### src/hdl/standby_reset_pkg.sv
// package of constants and types for the standby release and reset sequencer
// assumes one main clock; all counts are in main-clock periods
`default_nettype none
package standby_reset_pkg;

	// interrupt sources seen by the wake logic
	localparam int NUM_SOURCES_DEF = 8;

	// oscillation settle select codes, reset value selects the longest wait
	localparam logic [2:0] SETTLE_SEL_2P12  = 3'h0;
	localparam logic [2:0] SETTLE_SEL_2P14  = 3'h1;
	localparam logic [2:0] SETTLE_SEL_2P15  = 3'h2;
	localparam logic [2:0] SETTLE_SEL_2P16  = 3'h7;
	localparam logic [2:0] SETTLE_SEL_2P17  = 3'h4;
	localparam logic [2:0] SETTLE_SEL_RESET = 3'h4;

	// settle waits in main-clock periods
	localparam int SETTLE_W            = 18;
	localparam int SETTLE_2P12_CYCLES  = 4096;
	localparam int SETTLE_2P14_DEF     = 16384;
	localparam int SETTLE_2P15_DEF     = 32768;
	localparam int SETTLE_2P16_DEF     = 65536;
	localparam int SETTLE_2P17_DEF     = 131072;
	localparam int RESET_SETTLE_DEF    = 131072;

	// halt wake latency in clocks (documented ranges 8..9 and 2..3)
	localparam int WAKE_VECTOR_CLOCKS  = 8;
	localparam int WAKE_RESUME_CLOCKS  = 2;
	localparam int WAKE_CNT_W          = 4;

	// reset vector is read from these two byte addresses
	localparam logic [15:0] RESET_VECTOR_LOW  = 16'h0000;
	localparam logic [15:0] RESET_VECTOR_HIGH = 16'h0001;

	typedef enum logic [2:0] {
		ST_RESET_HOLD,
		ST_RESET_SETTLE,
		ST_RUN,
		ST_HALT,
		ST_WAKE_DELAY,
		ST_STOP,
		ST_SETTLE
	} mode_e;

	typedef enum logic [1:0] {
		WAKE_NONE,
		WAKE_RESUME,
		WAKE_SERVICE
	} wake_e;

endpackage
`default_nettype wire

### src/hdl/settle_timer.sv
// down counter that times the oscillation settle wait
// assumes start and abort come from registers of the sequencer
`default_nettype none
module settle_timer
	import standby_reset_pkg::*;
#(
	parameter int W = SETTLE_W
) (
	// clock and reset
	input  wire logic         ref_clk,
	input  wire logic         reset_n,
	input  wire logic         clkEn,
	// control
	input  wire logic         start,
	input  wire logic         abort,
	input  wire logic [W-1:0] loadCount,
	// status
	output logic              done
);

	typedef struct packed {
		logic         busy;
		logic [W-1:0] count;
		logic         done;
	} timer_s;

	localparam timer_s TIMER_RESET = '{busy: 1'b0, count: '0, done: 1'b0};

	timer_s timer_reg;
	timer_s timer_next;

	always_comb begin
		timer_next = timer_reg;
		timer_next.done = 1'b0;
		// abort wins so a stale count never ends a later wait early
		if (abort) begin
			timer_next.busy = 1'b0;
		end else if (start) begin
			timer_next.busy = 1'b1;
			timer_next.count = loadCount - W'(1);
		end else if (timer_reg.busy) begin
			if (timer_reg.count == '0) begin
				timer_next.busy = 1'b0;
				timer_next.done = 1'b1;
			end else begin
				timer_next.count = timer_reg.count - W'(1);
			end
		end
	end

	always_ff @(posedge ref_clk or negedge reset_n) begin
		if (!reset_n) begin
			timer_reg <= TIMER_RESET;
		end else if (clkEn) begin
			timer_reg <= timer_next;
		end
	end

	assign done = timer_reg.done;

endmodule
`default_nettype wire

### src/hdl/standby_release_and_reset_control.sv
// standby release and system reset sequencer of an 8-bit controller
// assumes all inputs synchronous to ref_clk, the main system clock
//
// Notes on behaviour
// - unmasked interrupt ends halt; service if acceptance enabled, else resume
// - halt wake takes 8 clocks before service, 2 before plain resume
// - non-maskable request ends halt and always starts service
// - reset while halted behaves exactly like a normal reset
// - masked holds halt; high priority needs enable; low needs enable and isp
// - stop entered by stop instruction only while on main clock; oscillator stops
// - pending unmasked request at stop falls back to halt; service or resume after settle wait
// - in stop only external-count timers, external-clock serial and pins run
// - unmasked interrupt releases stop; after settle, service or resume
// - reset in stop clears it, reset processing after settle time
// - stop release uses halt selection; masked stays stopped; nmi does not release
// - pin low or watchdog overflow both reset, vector at 0000H/0001H
// - pins high impedance during reset and following settle wait
// - after reset pin rises wait 2^17 main clocks before execution
// - watchdog reset clears itself then waits 2^17 main clocks
// - during reset main oscillator stopped, subsystem oscillator running
// - reset out of stop keeps retained state while pins go high impedance
// - settle select codes 0,1,2,7,4 give 2^12,14,15,16,17 clocks; others prohibited
// - reset sets settle select to 04H, the longest wait
// - halt gates only cpu clock; oscillator runs so no settle wait
`default_nettype none
module standby_release_and_reset_control
	import standby_reset_pkg::*;
#(
	parameter int NUM_SOURCES        = NUM_SOURCES_DEF,
	parameter int SETTLE_2P14_CYCLES = SETTLE_2P14_DEF,
	parameter int SETTLE_2P15_CYCLES = SETTLE_2P15_DEF,
	parameter int SETTLE_2P16_CYCLES = SETTLE_2P16_DEF,
	parameter int SETTLE_2P17_CYCLES = SETTLE_2P17_DEF,
	parameter int RESET_SETTLE_CYCLES = RESET_SETTLE_DEF
) (
	// clock, reset, clock enable
	input  wire logic                   ref_clk,
	input  wire logic                   reset_n,
	input  wire logic                   clkEn,
	// reset sources
	input  wire logic                   extResetPin_n,
	input  wire logic                   watchdogOverflow,
	// cpu instruction strobes
	input  wire logic                   haltExec,
	input  wire logic                   stopExec,
	input  wire logic                   mainClockSelected,
	// interrupt controller flags
	input  wire logic [NUM_SOURCES-1:0] intRequestFlags,
	input  wire logic [NUM_SOURCES-1:0] interruptMaskFlags,
	input  wire logic [NUM_SOURCES-1:0] prioritySelectFlags,
	input  wire logic                   interruptAcceptEnable,
	input  wire logic                   inServicePriority,
	input  wire logic                   nmiRequest,
	// settle select write
	input  wire logic                   oscSettleWrite,
	input  wire logic [2:0]             oscSettleWdata,
	// clock control
	output logic                        cpuClockEnable,
	output logic                        mainOscEnable,
	output logic                        subOscEnable,
	output logic                        crystalOutputPullup,
	// cpu sequencing
	output logic                        cpuResetActive,
	output logic                        resetVectorFetch,
	output logic                        resumeNext,
	output logic                        vectorService,
	// status
	output logic                        haltActive,
	output logic                        stopActive,
	output logic                        pinsHighZ,
	output logic                        standbyRetain,
	output logic [2:0]                  oscSettleSelect,
	output logic                        settleSelectRejected,
	// peripheral gating during stop
	output logic                        timerExtCountOnly,
	output logic                        serialExtClockOnly,
	output logic                        extInterruptPinsActive
);

	typedef struct packed {
		mode_e                 mode;
		logic [WAKE_CNT_W-1:0] wakeCnt;
		logic                  serviceNext;
		logic                  settleStart;
		logic [2:0]            settleSel;
		logic                  cpuClockEnable;
		logic                  mainOscEnable;
		logic                  subOscEnable;
		logic                  crystalPullup;
		logic                  cpuResetActive;
		logic                  resetVectorPulse;
		logic                  resumePulse;
		logic                  servicePulse;
		logic                  haltActive;
		logic                  stopActive;
		logic                  pinsHighZ;
		logic                  standbyRetain;
		logic                  selectRejected;
		logic                  timerExtOnly;
		logic                  serialExtOnly;
		logic                  extIntActive;
	} state_s;

	localparam state_s STATE_RESET = '{
		mode:             ST_RESET_HOLD,
		wakeCnt:          '0,
		serviceNext:      1'b0,
		settleStart:      1'b0,
		settleSel:        SETTLE_SEL_RESET,
		cpuClockEnable:   1'b0,
		mainOscEnable:    1'b0,
		subOscEnable:     1'b1,
		crystalPullup:    1'b0,
		cpuResetActive:   1'b1,
		resetVectorPulse: 1'b0,
		resumePulse:      1'b0,
		servicePulse:     1'b0,
		haltActive:       1'b0,
		stopActive:       1'b0,
		pinsHighZ:        1'b1,
		standbyRetain:    1'b0,
		selectRejected:   1'b0,
		timerExtOnly:     1'b0,
		serialExtOnly:    1'b0,
		extIntActive:     1'b1
	};

	state_s              state_reg;
	state_s              state_next;
	logic                settleDone;
	logic                sysResetReq;
	logic                settleAbort;
	logic [SETTLE_W-1:0] settleLoad;
	wake_e               wakeReq;

	// maskable wake decision shared by halt and stop release
	function automatic wake_e wakeDecision(
		input logic [NUM_SOURCES-1:0] req,
		input logic [NUM_SOURCES-1:0] mask,
		input logic [NUM_SOURCES-1:0] prio,
		input logic                   ie,
		input logic                   in_service_priority
	);
		logic [NUM_SOURCES-1:0] pend;
		pend = req & ~mask;
		if (pend == '0) begin
			wakeDecision = WAKE_NONE;
		end else if (((|(pend & ~prio)) && ie) || ((|(pend & prio)) && ie && in_service_priority)) begin
			wakeDecision = WAKE_SERVICE;
		end else begin
			wakeDecision = WAKE_RESUME;
		end
	endfunction

	function automatic logic settleCodeLegal(input logic [2:0] sel);
		settleCodeLegal = (sel == SETTLE_SEL_2P12) || (sel == SETTLE_SEL_2P14) ||
			(sel == SETTLE_SEL_2P15) || (sel == SETTLE_SEL_2P16) ||
			(sel == SETTLE_SEL_2P17);
	endfunction

	function automatic logic [SETTLE_W-1:0] settleCycles(input logic [2:0] sel);
		if (sel == SETTLE_SEL_2P12) begin
			settleCycles = SETTLE_W'(SETTLE_2P12_CYCLES);
		end else if (sel == SETTLE_SEL_2P14) begin
			settleCycles = SETTLE_W'(SETTLE_2P14_CYCLES);
		end else if (sel == SETTLE_SEL_2P15) begin
			settleCycles = SETTLE_W'(SETTLE_2P15_CYCLES);
		end else if (sel == SETTLE_SEL_2P16) begin
			settleCycles = SETTLE_W'(SETTLE_2P16_CYCLES);
		end else begin
			settleCycles = SETTLE_W'(SETTLE_2P17_CYCLES);
		end
	endfunction

	assign sysResetReq = !extResetPin_n || watchdogOverflow;
	assign wakeReq = wakeDecision(intRequestFlags, interruptMaskFlags, prioritySelectFlags,
		interruptAcceptEnable, inServicePriority);
	assign settleAbort = (state_reg.mode != ST_SETTLE) && (state_reg.mode != ST_RESET_SETTLE);
	// reset release always waits the longest time, whatever the select holds
	assign settleLoad = (state_reg.mode == ST_RESET_SETTLE) ?
		SETTLE_W'(RESET_SETTLE_CYCLES) : settleCycles(state_reg.settleSel);

	always_comb begin
		state_next = state_reg;
		state_next.resetVectorPulse = 1'b0;
		state_next.resumePulse = 1'b0;
		state_next.servicePulse = 1'b0;
		state_next.settleStart = 1'b0;
		state_next.selectRejected = 1'b0;
		// prohibited codes are dropped so the wait is always one of the five
		if (oscSettleWrite && state_reg.mode == ST_RUN) begin
			if (settleCodeLegal(oscSettleWdata)) begin
				state_next.settleSel = oscSettleWdata;
			end else begin
				state_next.selectRejected = 1'b1;
			end
		end
		if (sysResetReq) begin
			// a watchdog pulse passes through here for one cycle and clears itself
			if (state_reg.mode == ST_STOP) begin
				state_next.standbyRetain = 1'b1;
			end
			state_next.mode = ST_RESET_HOLD;
			state_next.settleSel = SETTLE_SEL_RESET;
			state_next.cpuClockEnable = 1'b0;
			state_next.mainOscEnable = 1'b0;
			state_next.subOscEnable = 1'b1;
			state_next.crystalPullup = 1'b0;
			state_next.cpuResetActive = 1'b1;
			state_next.pinsHighZ = 1'b1;
			state_next.haltActive = 1'b0;
			state_next.stopActive = 1'b0;
			state_next.timerExtOnly = 1'b0;
			state_next.serialExtOnly = 1'b0;
			state_next.serviceNext = 1'b0;
		end else begin
			case (state_reg.mode)
				ST_RESET_HOLD: begin
					state_next.mode = ST_RESET_SETTLE;
					state_next.mainOscEnable = 1'b1;
					state_next.settleStart = 1'b1;
				end
				ST_RESET_SETTLE: begin
					if (settleDone) begin
						state_next.mode = ST_RUN;
						state_next.cpuClockEnable = 1'b1;
						state_next.cpuResetActive = 1'b0;
						state_next.pinsHighZ = 1'b0;
						state_next.standbyRetain = 1'b0;
						state_next.resetVectorPulse = 1'b1;
					end
				end
				ST_RUN: begin
					if (haltExec) begin
						// oscillator left running, hence no settle wait on wake
						state_next.mode = ST_HALT;
						state_next.cpuClockEnable = 1'b0;
						state_next.haltActive = 1'b1;
					end else if (stopExec && mainClockSelected) begin
						if (wakeReq != WAKE_NONE) begin
							state_next.mode = ST_SETTLE;
							state_next.cpuClockEnable = 1'b0;
							state_next.haltActive = 1'b1;
							state_next.serviceNext = (wakeReq == WAKE_SERVICE);
							state_next.settleStart = 1'b1;
						end else begin
							state_next.mode = ST_STOP;
							state_next.cpuClockEnable = 1'b0;
							state_next.mainOscEnable = 1'b0;
							state_next.crystalPullup = 1'b1;
							state_next.stopActive = 1'b1;
							state_next.timerExtOnly = 1'b1;
							state_next.serialExtOnly = 1'b1;
						end
					end
				end
				ST_HALT: begin
					if (nmiRequest) begin
						state_next.mode = ST_WAKE_DELAY;
						state_next.serviceNext = 1'b1;
						state_next.wakeCnt = WAKE_CNT_W'(WAKE_VECTOR_CLOCKS - 1);
					end else if (wakeReq == WAKE_SERVICE) begin
						state_next.mode = ST_WAKE_DELAY;
						state_next.serviceNext = 1'b1;
						state_next.wakeCnt = WAKE_CNT_W'(WAKE_VECTOR_CLOCKS - 1);
					end else if (wakeReq == WAKE_RESUME) begin
						state_next.mode = ST_WAKE_DELAY;
						state_next.serviceNext = 1'b0;
						state_next.wakeCnt = WAKE_CNT_W'(WAKE_RESUME_CLOCKS - 1);
					end
				end
				ST_WAKE_DELAY: begin
					if (state_reg.wakeCnt == '0) begin
						state_next.mode = ST_RUN;
						state_next.cpuClockEnable = 1'b1;
						state_next.haltActive = 1'b0;
						state_next.servicePulse = state_reg.serviceNext;
						state_next.resumePulse = !state_reg.serviceNext;
					end else begin
						state_next.wakeCnt = state_reg.wakeCnt - WAKE_CNT_W'(1);
					end
				end
				ST_STOP: begin
					// the non-maskable request is not looked at here
					if (wakeReq != WAKE_NONE) begin
						state_next.mode = ST_SETTLE;
						state_next.serviceNext = (wakeReq == WAKE_SERVICE);
						state_next.mainOscEnable = 1'b1;
						state_next.crystalPullup = 1'b0;
						state_next.stopActive = 1'b0;
						state_next.haltActive = 1'b1;
						state_next.timerExtOnly = 1'b0;
						state_next.serialExtOnly = 1'b0;
						state_next.settleStart = 1'b1;
					end
				end
				ST_SETTLE: begin
					if (settleDone) begin
						state_next.mode = ST_RUN;
						state_next.cpuClockEnable = 1'b1;
						state_next.haltActive = 1'b0;
						state_next.servicePulse = state_reg.serviceNext;
						state_next.resumePulse = !state_reg.serviceNext;
					end
				end
				default: begin
					state_next.mode = ST_RESET_HOLD;
				end
			endcase
		end
	end

	always_ff @(posedge ref_clk or negedge reset_n) begin
		if (!reset_n) begin
			state_reg <= STATE_RESET;
		end else if (clkEn) begin
			state_reg <= state_next;
		end
	end

	settle_timer #(
		.W(SETTLE_W)
	) u_settle_timer (
		.ref_clk   (ref_clk),
		.reset_n   (reset_n),
		.clkEn     (clkEn),
		.start     (state_reg.settleStart),
		.abort     (settleAbort),
		.loadCount (settleLoad),
		.done      (settleDone)
	);

	assign cpuClockEnable = state_reg.cpuClockEnable;
	assign mainOscEnable = state_reg.mainOscEnable;
	assign subOscEnable = state_reg.subOscEnable;
	assign crystalOutputPullup = state_reg.crystalPullup;
	assign cpuResetActive = state_reg.cpuResetActive;
	assign resetVectorFetch = state_reg.resetVectorPulse;
	assign resumeNext = state_reg.resumePulse;
	assign vectorService = state_reg.servicePulse;
	assign haltActive = state_reg.haltActive;
	assign stopActive = state_reg.stopActive;
	assign pinsHighZ = state_reg.pinsHighZ;
	assign standbyRetain = state_reg.standbyRetain;
	assign oscSettleSelect = state_reg.settleSel;
	assign settleSelectRejected = state_reg.selectRejected;
	assign timerExtCountOnly = state_reg.timerExtOnly;
	assign serialExtClockOnly = state_reg.serialExtOnly;
	assign extInterruptPinsActive = state_reg.extIntActive;

	// helper: clock-enabled cycles spent in the reset settle wait
	logic [SETTLE_W:0] resetWaitCount;
	always_ff @(posedge ref_clk or negedge reset_n) begin
		if (!reset_n) begin
			resetWaitCount <= '0;
		end else if (clkEn) begin
			if (state_reg.mode != ST_RESET_SETTLE) begin
				resetWaitCount <= '0;
			end else begin
				resetWaitCount <= resetWaitCount + (SETTLE_W + 1)'(1);
			end
		end
	end

	property p_pins_hiz;
		@(posedge ref_clk) disable iff (!reset_n)
		(state_reg.mode == ST_RESET_HOLD || state_reg.mode == ST_RESET_SETTLE) |->
			pinsHighZ && cpuResetActive;
	endproperty
	a_pins_hiz: assert property (p_pins_hiz) else $error("pins not high-z in reset");

	property p_reset_osc;
		@(posedge ref_clk) disable iff (!reset_n)
		state_reg.mode == ST_RESET_HOLD |-> !mainOscEnable && subOscEnable;
	endproperty
	a_reset_osc: assert property (p_reset_osc) else $error("oscillators wrong in reset");

	property p_reset_wait;
		@(posedge ref_clk) disable iff (!reset_n)
		$rose(resetVectorFetch) |-> $past(resetWaitCount) >= (SETTLE_W + 1)'(RESET_SETTLE_CYCLES);
	endproperty
	a_reset_wait: assert property (p_reset_wait) else $error("reset settle too short");

	property p_reset_sel;
		@(posedge ref_clk) disable iff (!reset_n)
		(sysResetReq && clkEn) |=> oscSettleSelect == SETTLE_SEL_RESET && cpuResetActive &&
			state_reg.mode == ST_RESET_HOLD;
	endproperty
	a_reset_sel: assert property (p_reset_sel) else $error("reset did not load select");

	property p_nmi_halt;
		@(posedge ref_clk) disable iff (!reset_n)
		(state_reg.mode == ST_HALT && nmiRequest && !sysResetReq && clkEn) |=>
			state_reg.serviceNext && state_reg.wakeCnt == WAKE_CNT_W'(WAKE_VECTOR_CLOCKS - 1);
	endproperty
	a_nmi_halt: assert property (p_nmi_halt) else $error("nmi did not start service");

	property p_halt_masked;
		@(posedge ref_clk) disable iff (!reset_n)
		(state_reg.mode == ST_HALT && wakeReq == WAKE_NONE && !nmiRequest && !sysResetReq) |=>
			state_reg.mode == ST_HALT && !cpuClockEnable;
	endproperty
	a_halt_masked: assert property (p_halt_masked) else $error("masked source left halt");

	property p_resume_fast;
		@(posedge ref_clk) disable iff (!reset_n)
		(state_reg.mode == ST_HALT && wakeReq == WAKE_RESUME && !nmiRequest && !sysResetReq &&
			clkEn) ##1 clkEn && !sysResetReq ##1 clkEn && !sysResetReq |=>
			resumeNext && cpuClockEnable && !vectorService;
	endproperty
	a_resume_fast: assert property (p_resume_fast) else $error("resume latency wrong");

	property p_stop_nmi;
		@(posedge ref_clk) disable iff (!reset_n)
		(state_reg.mode == ST_STOP && wakeReq == WAKE_NONE && !sysResetReq) |=>
			state_reg.mode == ST_STOP && stopActive;
	endproperty
	a_stop_nmi: assert property (p_stop_nmi) else $error("stop left without release");

	property p_stop_pending;
		@(posedge ref_clk) disable iff (!reset_n)
		(state_reg.mode == ST_RUN && stopExec && !haltExec && mainClockSelected &&
			wakeReq != WAKE_NONE && !sysResetReq && clkEn) |=>
			state_reg.mode == ST_SETTLE && haltActive && !stopActive;
	endproperty
	a_stop_pending: assert property (p_stop_pending) else $error("pending stop not halted");

	property p_stop_clock;
		@(posedge ref_clk) disable iff (!reset_n)
		(state_reg.mode == ST_RUN && stopExec && !haltExec && !mainClockSelected && !sysResetReq)
			|=> !stopActive;
	endproperty
	a_stop_clock: assert property (p_stop_clock) else $error("stop entered off main clock");

	property p_stop_gating;
		@(posedge ref_clk) disable iff (!reset_n)
		stopActive |-> timerExtCountOnly && serialExtClockOnly && extInterruptPinsActive &&
			!mainOscEnable && !cpuClockEnable;
	endproperty
	a_stop_gating: assert property (p_stop_gating) else $error("stop gating wrong");

	property p_settle_wait;
		@(posedge ref_clk) disable iff (!reset_n)
		(state_reg.mode == ST_SETTLE && !settleDone && !sysResetReq) |=> !cpuClockEnable;
	endproperty
	a_settle_wait: assert property (p_settle_wait) else $error("cpu clock before settle");

endmodule
`default_nettype wire

### config.mk
export PLATFORM = sky130hd
export DESIGN_NAME = standby_release_and_reset_control
export DESIGN_NICKNAME = d
export VERILOG_FILES = /design/src/hdl/standby_reset_pkg.sv /design/src/hdl/settle_timer.sv /design/src/hdl/standby_release_and_reset_control.sv
export SDC_FILE = /design/constraint.sdc
export NUM_CORES = 1
export LEC_CHECK = 0
export BUFFER_PORTS_ARGS = -buffer_cell sky130_fd_sc_hd__buf_2
export CORE_UTILIZATION = 53
export DETAILED_ROUTE_END_ITERATION = 12
export MAX_ROUTING_LAYER = met4
export PLACE_DENSITY_LB_ADDON = 0.12
export SYNTH_ARGS = -nofsm -noshare
export SYNTH_HDL_FRONTEND = slang
export SYNTH_HIERARCHICAL = 1
export SYNTH_SLANG_ARGS = --single-unit
### constraint.sdc
create_clock -name ref_clk -period 5.7 [get_ports ref_clk]
set_input_delay 0.57 -clock ref_clk [delete_from_list [all_inputs] [get_ports ref_clk]]
set_output_delay 0.57 -clock ref_clk [all_outputs]
set_load 0.01 [all_outputs]
==> results of run 1 <==
[metal layers]
layer / up-vias / global-route usage [%] / share of wire (%)
met5: - / - / 0
met4: 0 / 6.96 / 0.73
met3: 8 / 4.27 / 5.0
met2: 108 / 42.3 / 45
met1: 1559 / 37.6 / 49
li1: 1641 / - / -
[worst max path at each step]
stage               slack [ns]  cells past startpoint                      endpoint
CTS                       2.85                      7  u_settle_timer/timer_reg[10]
floorplan                 3.59                      9  u_settle_timer/timer_reg[10]
global route              2.55                      7  u_settle_timer/timer_reg[10]
global placement          2.96                      7  u_settle_timer/timer_reg[10]
detailed placement        2.89                      7  u_settle_timer/timer_reg[10]
finish                    2.78                      7  u_settle_timer/timer_reg[10]
[final cells by class]
class / count / area, sq um
multi-input combinational: 376 / 2250
fill: 525 / 2140
sequential: 42 / 1050
timing repair buffer: 55 / 275
tap: 75 / 93.8
clock buffer: 7 / 86.3
inverter: 23 / 86.3
clock inverter: 1 / 5.00
[placed cells by master (no fill, tap or decap), types with 3 or more instances in the layout]
cell type,n
conb_1,60
buf_2,55
dfrtp_1,40
o21ai_0,38
nand2_1,29
nor2_1,26
inv_1,23
a21oi_1,19
nor3_1,17
nand2b_1,14
nor4_1,14
nor2b_1,12
o22ai_1,10
nand3_1,9
nand4_1,9
xor2_1,8
nand3b_1,8
or3_1,8
xnor2_1,8
a22o_1,6
clkbuf_8,6
a31oi_1,5
a32oi_1,5
nor3b_1,4
or2_2,4
a22oi_1,4
o211ai_1,4
a21o_1,3
a211o_1,3
o21bai_1,3
o32ai_1,3
ha_1,3
nor4b_1,3
or4_1,3
o21a_1,3
[critical path: cells and delay by family (launching register included)]
kind	cells	cell delay [ns]
compound gates	5	1.39
flops	1	0.63
simple gates	2	0.78
[synth_stat cells, drive strengths merged, types with 2 or more instances]
master	number	share of area (%)
a21o	3	0.68
nor2b	12	2.3
clkbuf	10	1.1
xor2	8	2.1
nand3b	8	1.8
or2	4	0.75
a22o	6	1.6
a32oi	5	1.3
a32o	2	0.60
o31ai	2	0.87
and3	2	0.38
a21oi	19	2.9
conb	2	0.23
ha	3	1.1
o32ai	3	0.79
nand2b	14	2.6
o21ai	39	6.2
nand4	9	1.7
nand3	9	1.4
buf	16	3.4
or3	9	1.8
nor3b	6	1.7
a211o	3	0.79
nor4b	3	0.79
or4	3	0.68
nor4	15	3.3
a22oi	4	0.91
o21bai	4	1.2
o21a	3	0.68
nor2	26	2.9
dfrtp	40	30
o22ai	10	1.9
a21boi	2	0.45
nor3	17	2.6
inv	23	2.6
dfstp	2	1.6
xnor2	8	2.1
nand2	29	3.3
o211ai	4	0.91
o2111ai	2	0.53
a31oi	5	0.94
[logic make-up (layout without fill, tap and decap cells)]
family / Yosys count / in the layout / share of synthesized area, %
other cells: 2 / 60 / 0.226
xor+xnor: 16 / 16 / 4.22
flops: 42 / 42 / 31.7
fa+ha+maj: 3 / 3 / 1.13
compound gates: 125 / 125 / 26.0
mux: 2 / 2 / 0.641
buf+inv: 49 / 86 / 7.13
simple gates: 170 / 170 / 28.9
[metrics by stage]
step	instance area [sq um]	worst slack, ns	instances
after floorplan	3540	3.59	467
after global placement	3750	2.96	571
after CTS	3850	2.85	579
after global routing	3850	2.55	579
final	3850	2.78	579
after detailed placement	3750	2.89	571
[power groups by stage]
stage	Combinational [mW]	Sequential [mW]	Clock, mW
after floorplan	0.229	0.369	0
after global placement	0.273	0.391	0
after detailed placement	0.280	0.394	0
after CTS	0.282	0.388	0.207
after global routing	0.324	0.397	0.218
final	0.288	0.390	0.203
==> results.cfg, run 1 <==
[run_status]
status = completed

[die]
core_sq_um = 5990
die_w_um = 81.1
initial_core_util_pct = 55.4
rows = 28
fp.dieH_um = 81.1
die-area_sq_um = 6580
num_io_pins = 58

[timing]
skew_ns = 0.00602
fin_crit_sh_pct = 51.3
rsz0062_at_grt = no
finalHoldViolCount = 0
worst_pin_slew_ns = 1.07
finalSetupViolCount = 0
period_needed_ns = 2.92
maxSlewHeadroom_pct = 28.5
timing.hold.ws_ns = 0.407
slew_violations = 0
fin_setup_tns_ns = 0
fmax_ghz = 0.342

[power_and_ir_drop]
internal_power_mw = 0.540
clock_power_share_pct = 23.0
swShare_pct = 38.8
irDropWorstVdd_v = 0.000187
power_frac_seq_pct = 44.2
power_density_nw_per_um2 = 229
leakage_nw = 1.75
p_comb_share_pct = 32.7
power_mw = 0.881
p_sw_mw = 0.342

[critical_path]
worstSetupStartpointType = register
crit_fanout = 33
cp.arrival_ns = 3.10
crit_path_end_kind = register
timing.rr.end = u_settle_timer/timer_reg[10]
rr_startpoint = state_reg[25]
worstPathRequired_ns = 5.88
reg2reg_depth = 7
cp_slowest_cell = dfrtp_1
slowest_delay_ns = 0.63
worstPathCellList = nor3b_2 -> a21oi_1 -> nor2b_1 -> a21boi_0 -> o31ai_4 -> o21bai_1 -> a211o_1
startpoint = state_reg[25]
r2r_slack_ns = 2.78
critical_path_class = register to register

[clock_tree]
cts_buffers = 5
cts_buffer_depth = 2
clock-sinks = 42
cts_max_level = 2
cts_setup_buffers = 0
cts_tree = built
ctsHoldBuffers = 0
clock_latency_ns = 0.29
path_clk_slew_ns = 0.08
cts-root-buf = clkbuf_8
cts.repair.resized = 0

[global_route]
track_usage_pct = 27.5
overflow = 0
grt_max_degree = 43
grt_pass1_wl_mm = 13.8
antenna_found_initial = 0
grt_pass1_vias = 3086

[routing]
wire_per_inst_um = 14.2
viasPerCell = 5.73
drtIter0Drc = 195
postRouteAntennaNets = 0
totalWireLength_mm = 8.20
drc = 0
first_pass_iters = 6
num_vias = 3316

[synthesis]
synthFlopType = dfrtp_1
synth-seq-area-share_pct = 31.7
yosysUniqueCellTypes = 65
async_flop_share_pct = 100
synthCells = 409
yosys_warnings = 6
avgSynthCellArea_sq_um = 8.11
synth-edff-count = 0
synth-seq-cells = 42
synth_area_sq_um = 3320

[finish]
n_antenna_cell = 0
num-nets-final = 545
area_growth_syn_to_layout_pct = 15.9
drive_above_1_share_pct = 15.1
largest_reg_flops = 19
fin_util_pct = 64.2

[placement]
hpwl_mm = 6.09
io_buffers = 55
globalplace.congestion = 0.890

[flow_run]
drv_cap = 0

[min_path]
hp-class = input pin to async pin
Power figures use the tool's default switching activity.
==> inputs of run 2 (changes only) <==
Settings changed: ABC_AREA from default to 1, CORE_UTILIZATION 53 to 52.
Clock period 5.7 ns to 2.66 ns, I/O delays scaled along.
==> results.cfg, run 2 <==
[placement]
place_inst = 750
globalplace.congestion = 0.906
hpwl_mm = 7.23
io_buffers = 55

[synthesis]
yosys-top-cells-area = dfrtp_1 28%, nand2_1 17%, inv_1 8.1%, nor2_1 7.8%, nand3_1 7.7%
synthSimpleGateAreaFrac_pct = 42.7
yosysMostFrequentCell = nand2_1
synth-seq-area-share_pct = 29.1
synthCells = 585
synth_xor_area_share_pct = 0.968
yosysTopAreaCell = dfrtp_1
synth-adder-area-share_pct = 1.04
synth_compound_area_share_pct = 13.6
synth-seq-cells = 42
synth_common_cells = 168 x nand2_1, 78 x inv_1, 75 x nor2_1
synthFlopType = dfrtp_1
synth-edff-count = 0
yosys_warnings = 6
synthMuxAreaShare_pct = 0
async_flop_share_pct = 100
yosys.area.top_type_share_pct = 27.7
synth_area_sq_um = 3620
avgSynthCellArea_sq_um = 6.19
synth_top_family_by_area = simple AND/OR/NAND/NOR gates
yosysUniqueCellTypes = 47

[flow_run]
drv_cap = 0

[routing]
postRouteAntennaNets = 0
drc = 0
totalWireLength_mm = 9.09
drtIter0Drc = 236
viasPerCell = 4.99
first_pass_iters = 5
wire_per_inst_um = 12.0
num_vias = 3781

[power_and_ir_drop]
power_density_nw_per_um2 = 495
irDropWorstVdd_v = 0.000240
clock_power_share_pct = 24.7
leakage_nw = 2.29
power_frac_seq_pct = 40.4
internal_power_mw = 1.28
power_mw = 2.06
swShare_pct = 37.7
p_comb_share_pct = 34.9
p_sw_mw = 0.776

[finish]
layout.cells.non_filler = 758
drive_above_1_share_pct = 15.3
fin_util_pct = 61.5
n_antenna_cell = 0
area_growth_syn_to_layout_pct = 14.8
final_common_cell = nand2_1
layout_common_cells = 168 x nand2_1, 78 x inv_1, 75 x nor2_1, 56 x nand3_1, 55 x buf_2
largest_reg_flops = 19
num-nets-final = 719

[clock_tree]
cts.repair.resized = 0
path_clk_slew_ns = 0.08
cts_max_level = 2
cts_buffers = 5
cts_tree = built
cts_setup_buffers = 0
cts_buffer_depth = 2
clock-sinks = 42
clock_latency_ns = 0.30
cts-root-buf = clkbuf_8
ctsHoldBuffers = 0

[die]
initial_core_util_pct = 53.6
rows = 30
num_io_pins = 58
core_sq_um = 6760
die-area_sq_um = 7300
die_w_um = 85.4
fp.dieH_um = 85.4

[critical_path]
cp_slowest_cell = dfrtp_1
worstSetupStartpointType = register
worstPathCellList = inv_1 -> nor2_1 -> inv_2 -> nor2_2 -> inv_2 -> nand2_2 -> inv_2 -> or2_2 -> a21oi_2 -> nand2_4 -> inv_4 -> nand2_1 -> o21ai_2
cp.arrival_ns = 2.45
slowest_delay_ns = 0.42
critPathBufInv = 5
crit_fanout = 25
critical_path_class = register to register
crit_family = simple AND/OR/NAND/NOR gates
worstPathRequired_ns = 2.89
crit_top_cell = inv_2
crit_path_end_kind = register

[min_path]
hp-class = input pin to async pin

[timing]
period_needed_ns = 2.22
maxSlewHeadroom_pct = 35.5
worst_pin_slew_ns = 0.967
timing.hold.ws_ns = 0.117
fin_crit_sh_pct = 83.3
skew_ns = 0.00808
rsz0062_at_grt = no
fmax_ghz = 0.451
slew_violations = 0
fin_setup_tns_ns = 0
finalSetupViolCount = 0
finalHoldViolCount = 0

[global_route]
track_usage_pct = 27.9
met3_usage_pct = 3.50
grt_pass1_vias = 3587
busiest_layer = met2
gr-usage-met2_pct = 51.9
met1_usage_pct = 30.9
antenna_found_initial = 0
grt_pass1_wl_mm = 15.7
overflow = 0
grt_max_degree = 43

[run_status]
status = completed
==> run 2: cell families after synthesis <==
logic type               after synthesis
AO/OA/AOI/OAI                         82
XOR/XNOR                               4
adder cells (fa/ha/maj)                3
buffers and inverters                101
flip-flops                            42
other                                  2
AND/OR/NAND/NOR                      351
==> run 2: area by class of cell <==
class                           count  area (sq um)
Timing Repair Buffer               57           290
Clock buffer                        7          76.3
Inverter                           86           325
Sequential cell                    42          1050
Multi-Input combinational cell    485          2280
Tap cell                           80           100
Fill cell                         680          2600
Clock inverter                      1          30.0
==> run 2: final timing paths <==
kind / startpoint / end / slack [ns] / depth (start not counted)
min in group ref_clk: oscSettleWdata[2] / oscSettleSelect[2] / 0.23 / 2
max in group asynchronous: reset_n / state_reg[23] / 1.94 / 1
max: state_reg[25] / u_settle_timer/timer_reg[2] / 0.44 / 13
max reg2reg: state_reg[25] / u_settle_timer/timer_reg[2] / 0.44 / 13
min: reset_n / u_settle_timer/timer_reg[6] / 0.12 / 1
min reg2reg: vectorService / vectorService / 0.49 / 2
==> run 2: stage by stage <==
| stage | setup slack (ns) | instance area (sq um) |
|---|---|---|
| global placement | 0.537 | 4050 |
| global route | 0.226 | 4160 |
| CTS | 0.458 | 4160 |
| finish | 0.443 | 4160 |
| detailed placement | 0.475 | 4050 |
| floorplan | 0.786 | 3780 |
==> run 2: metal layers <==
| metal | vias up | share of wire [%] |
|---|---|---|
| li1 | 2007 | - |
| met1 | 1668 | 42 |
| met2 | 88 | 53 |
| met3 | 18 | 3.3 |
| met4 | 0 | 2.4 |
| met5 | - | 0 |
==> run 2: power by group through the flow <==
stage	clock network (mW)	registers (mW)	logic [mW]
after floorplan	0	0.819	0.566
after global placement	0	0.841	0.698
after detailed placement	0	0.844	0.714
after CTS	0.518	0.832	0.718
after global routing	0.536	0.845	0.835
final	0.507	0.832	0.718
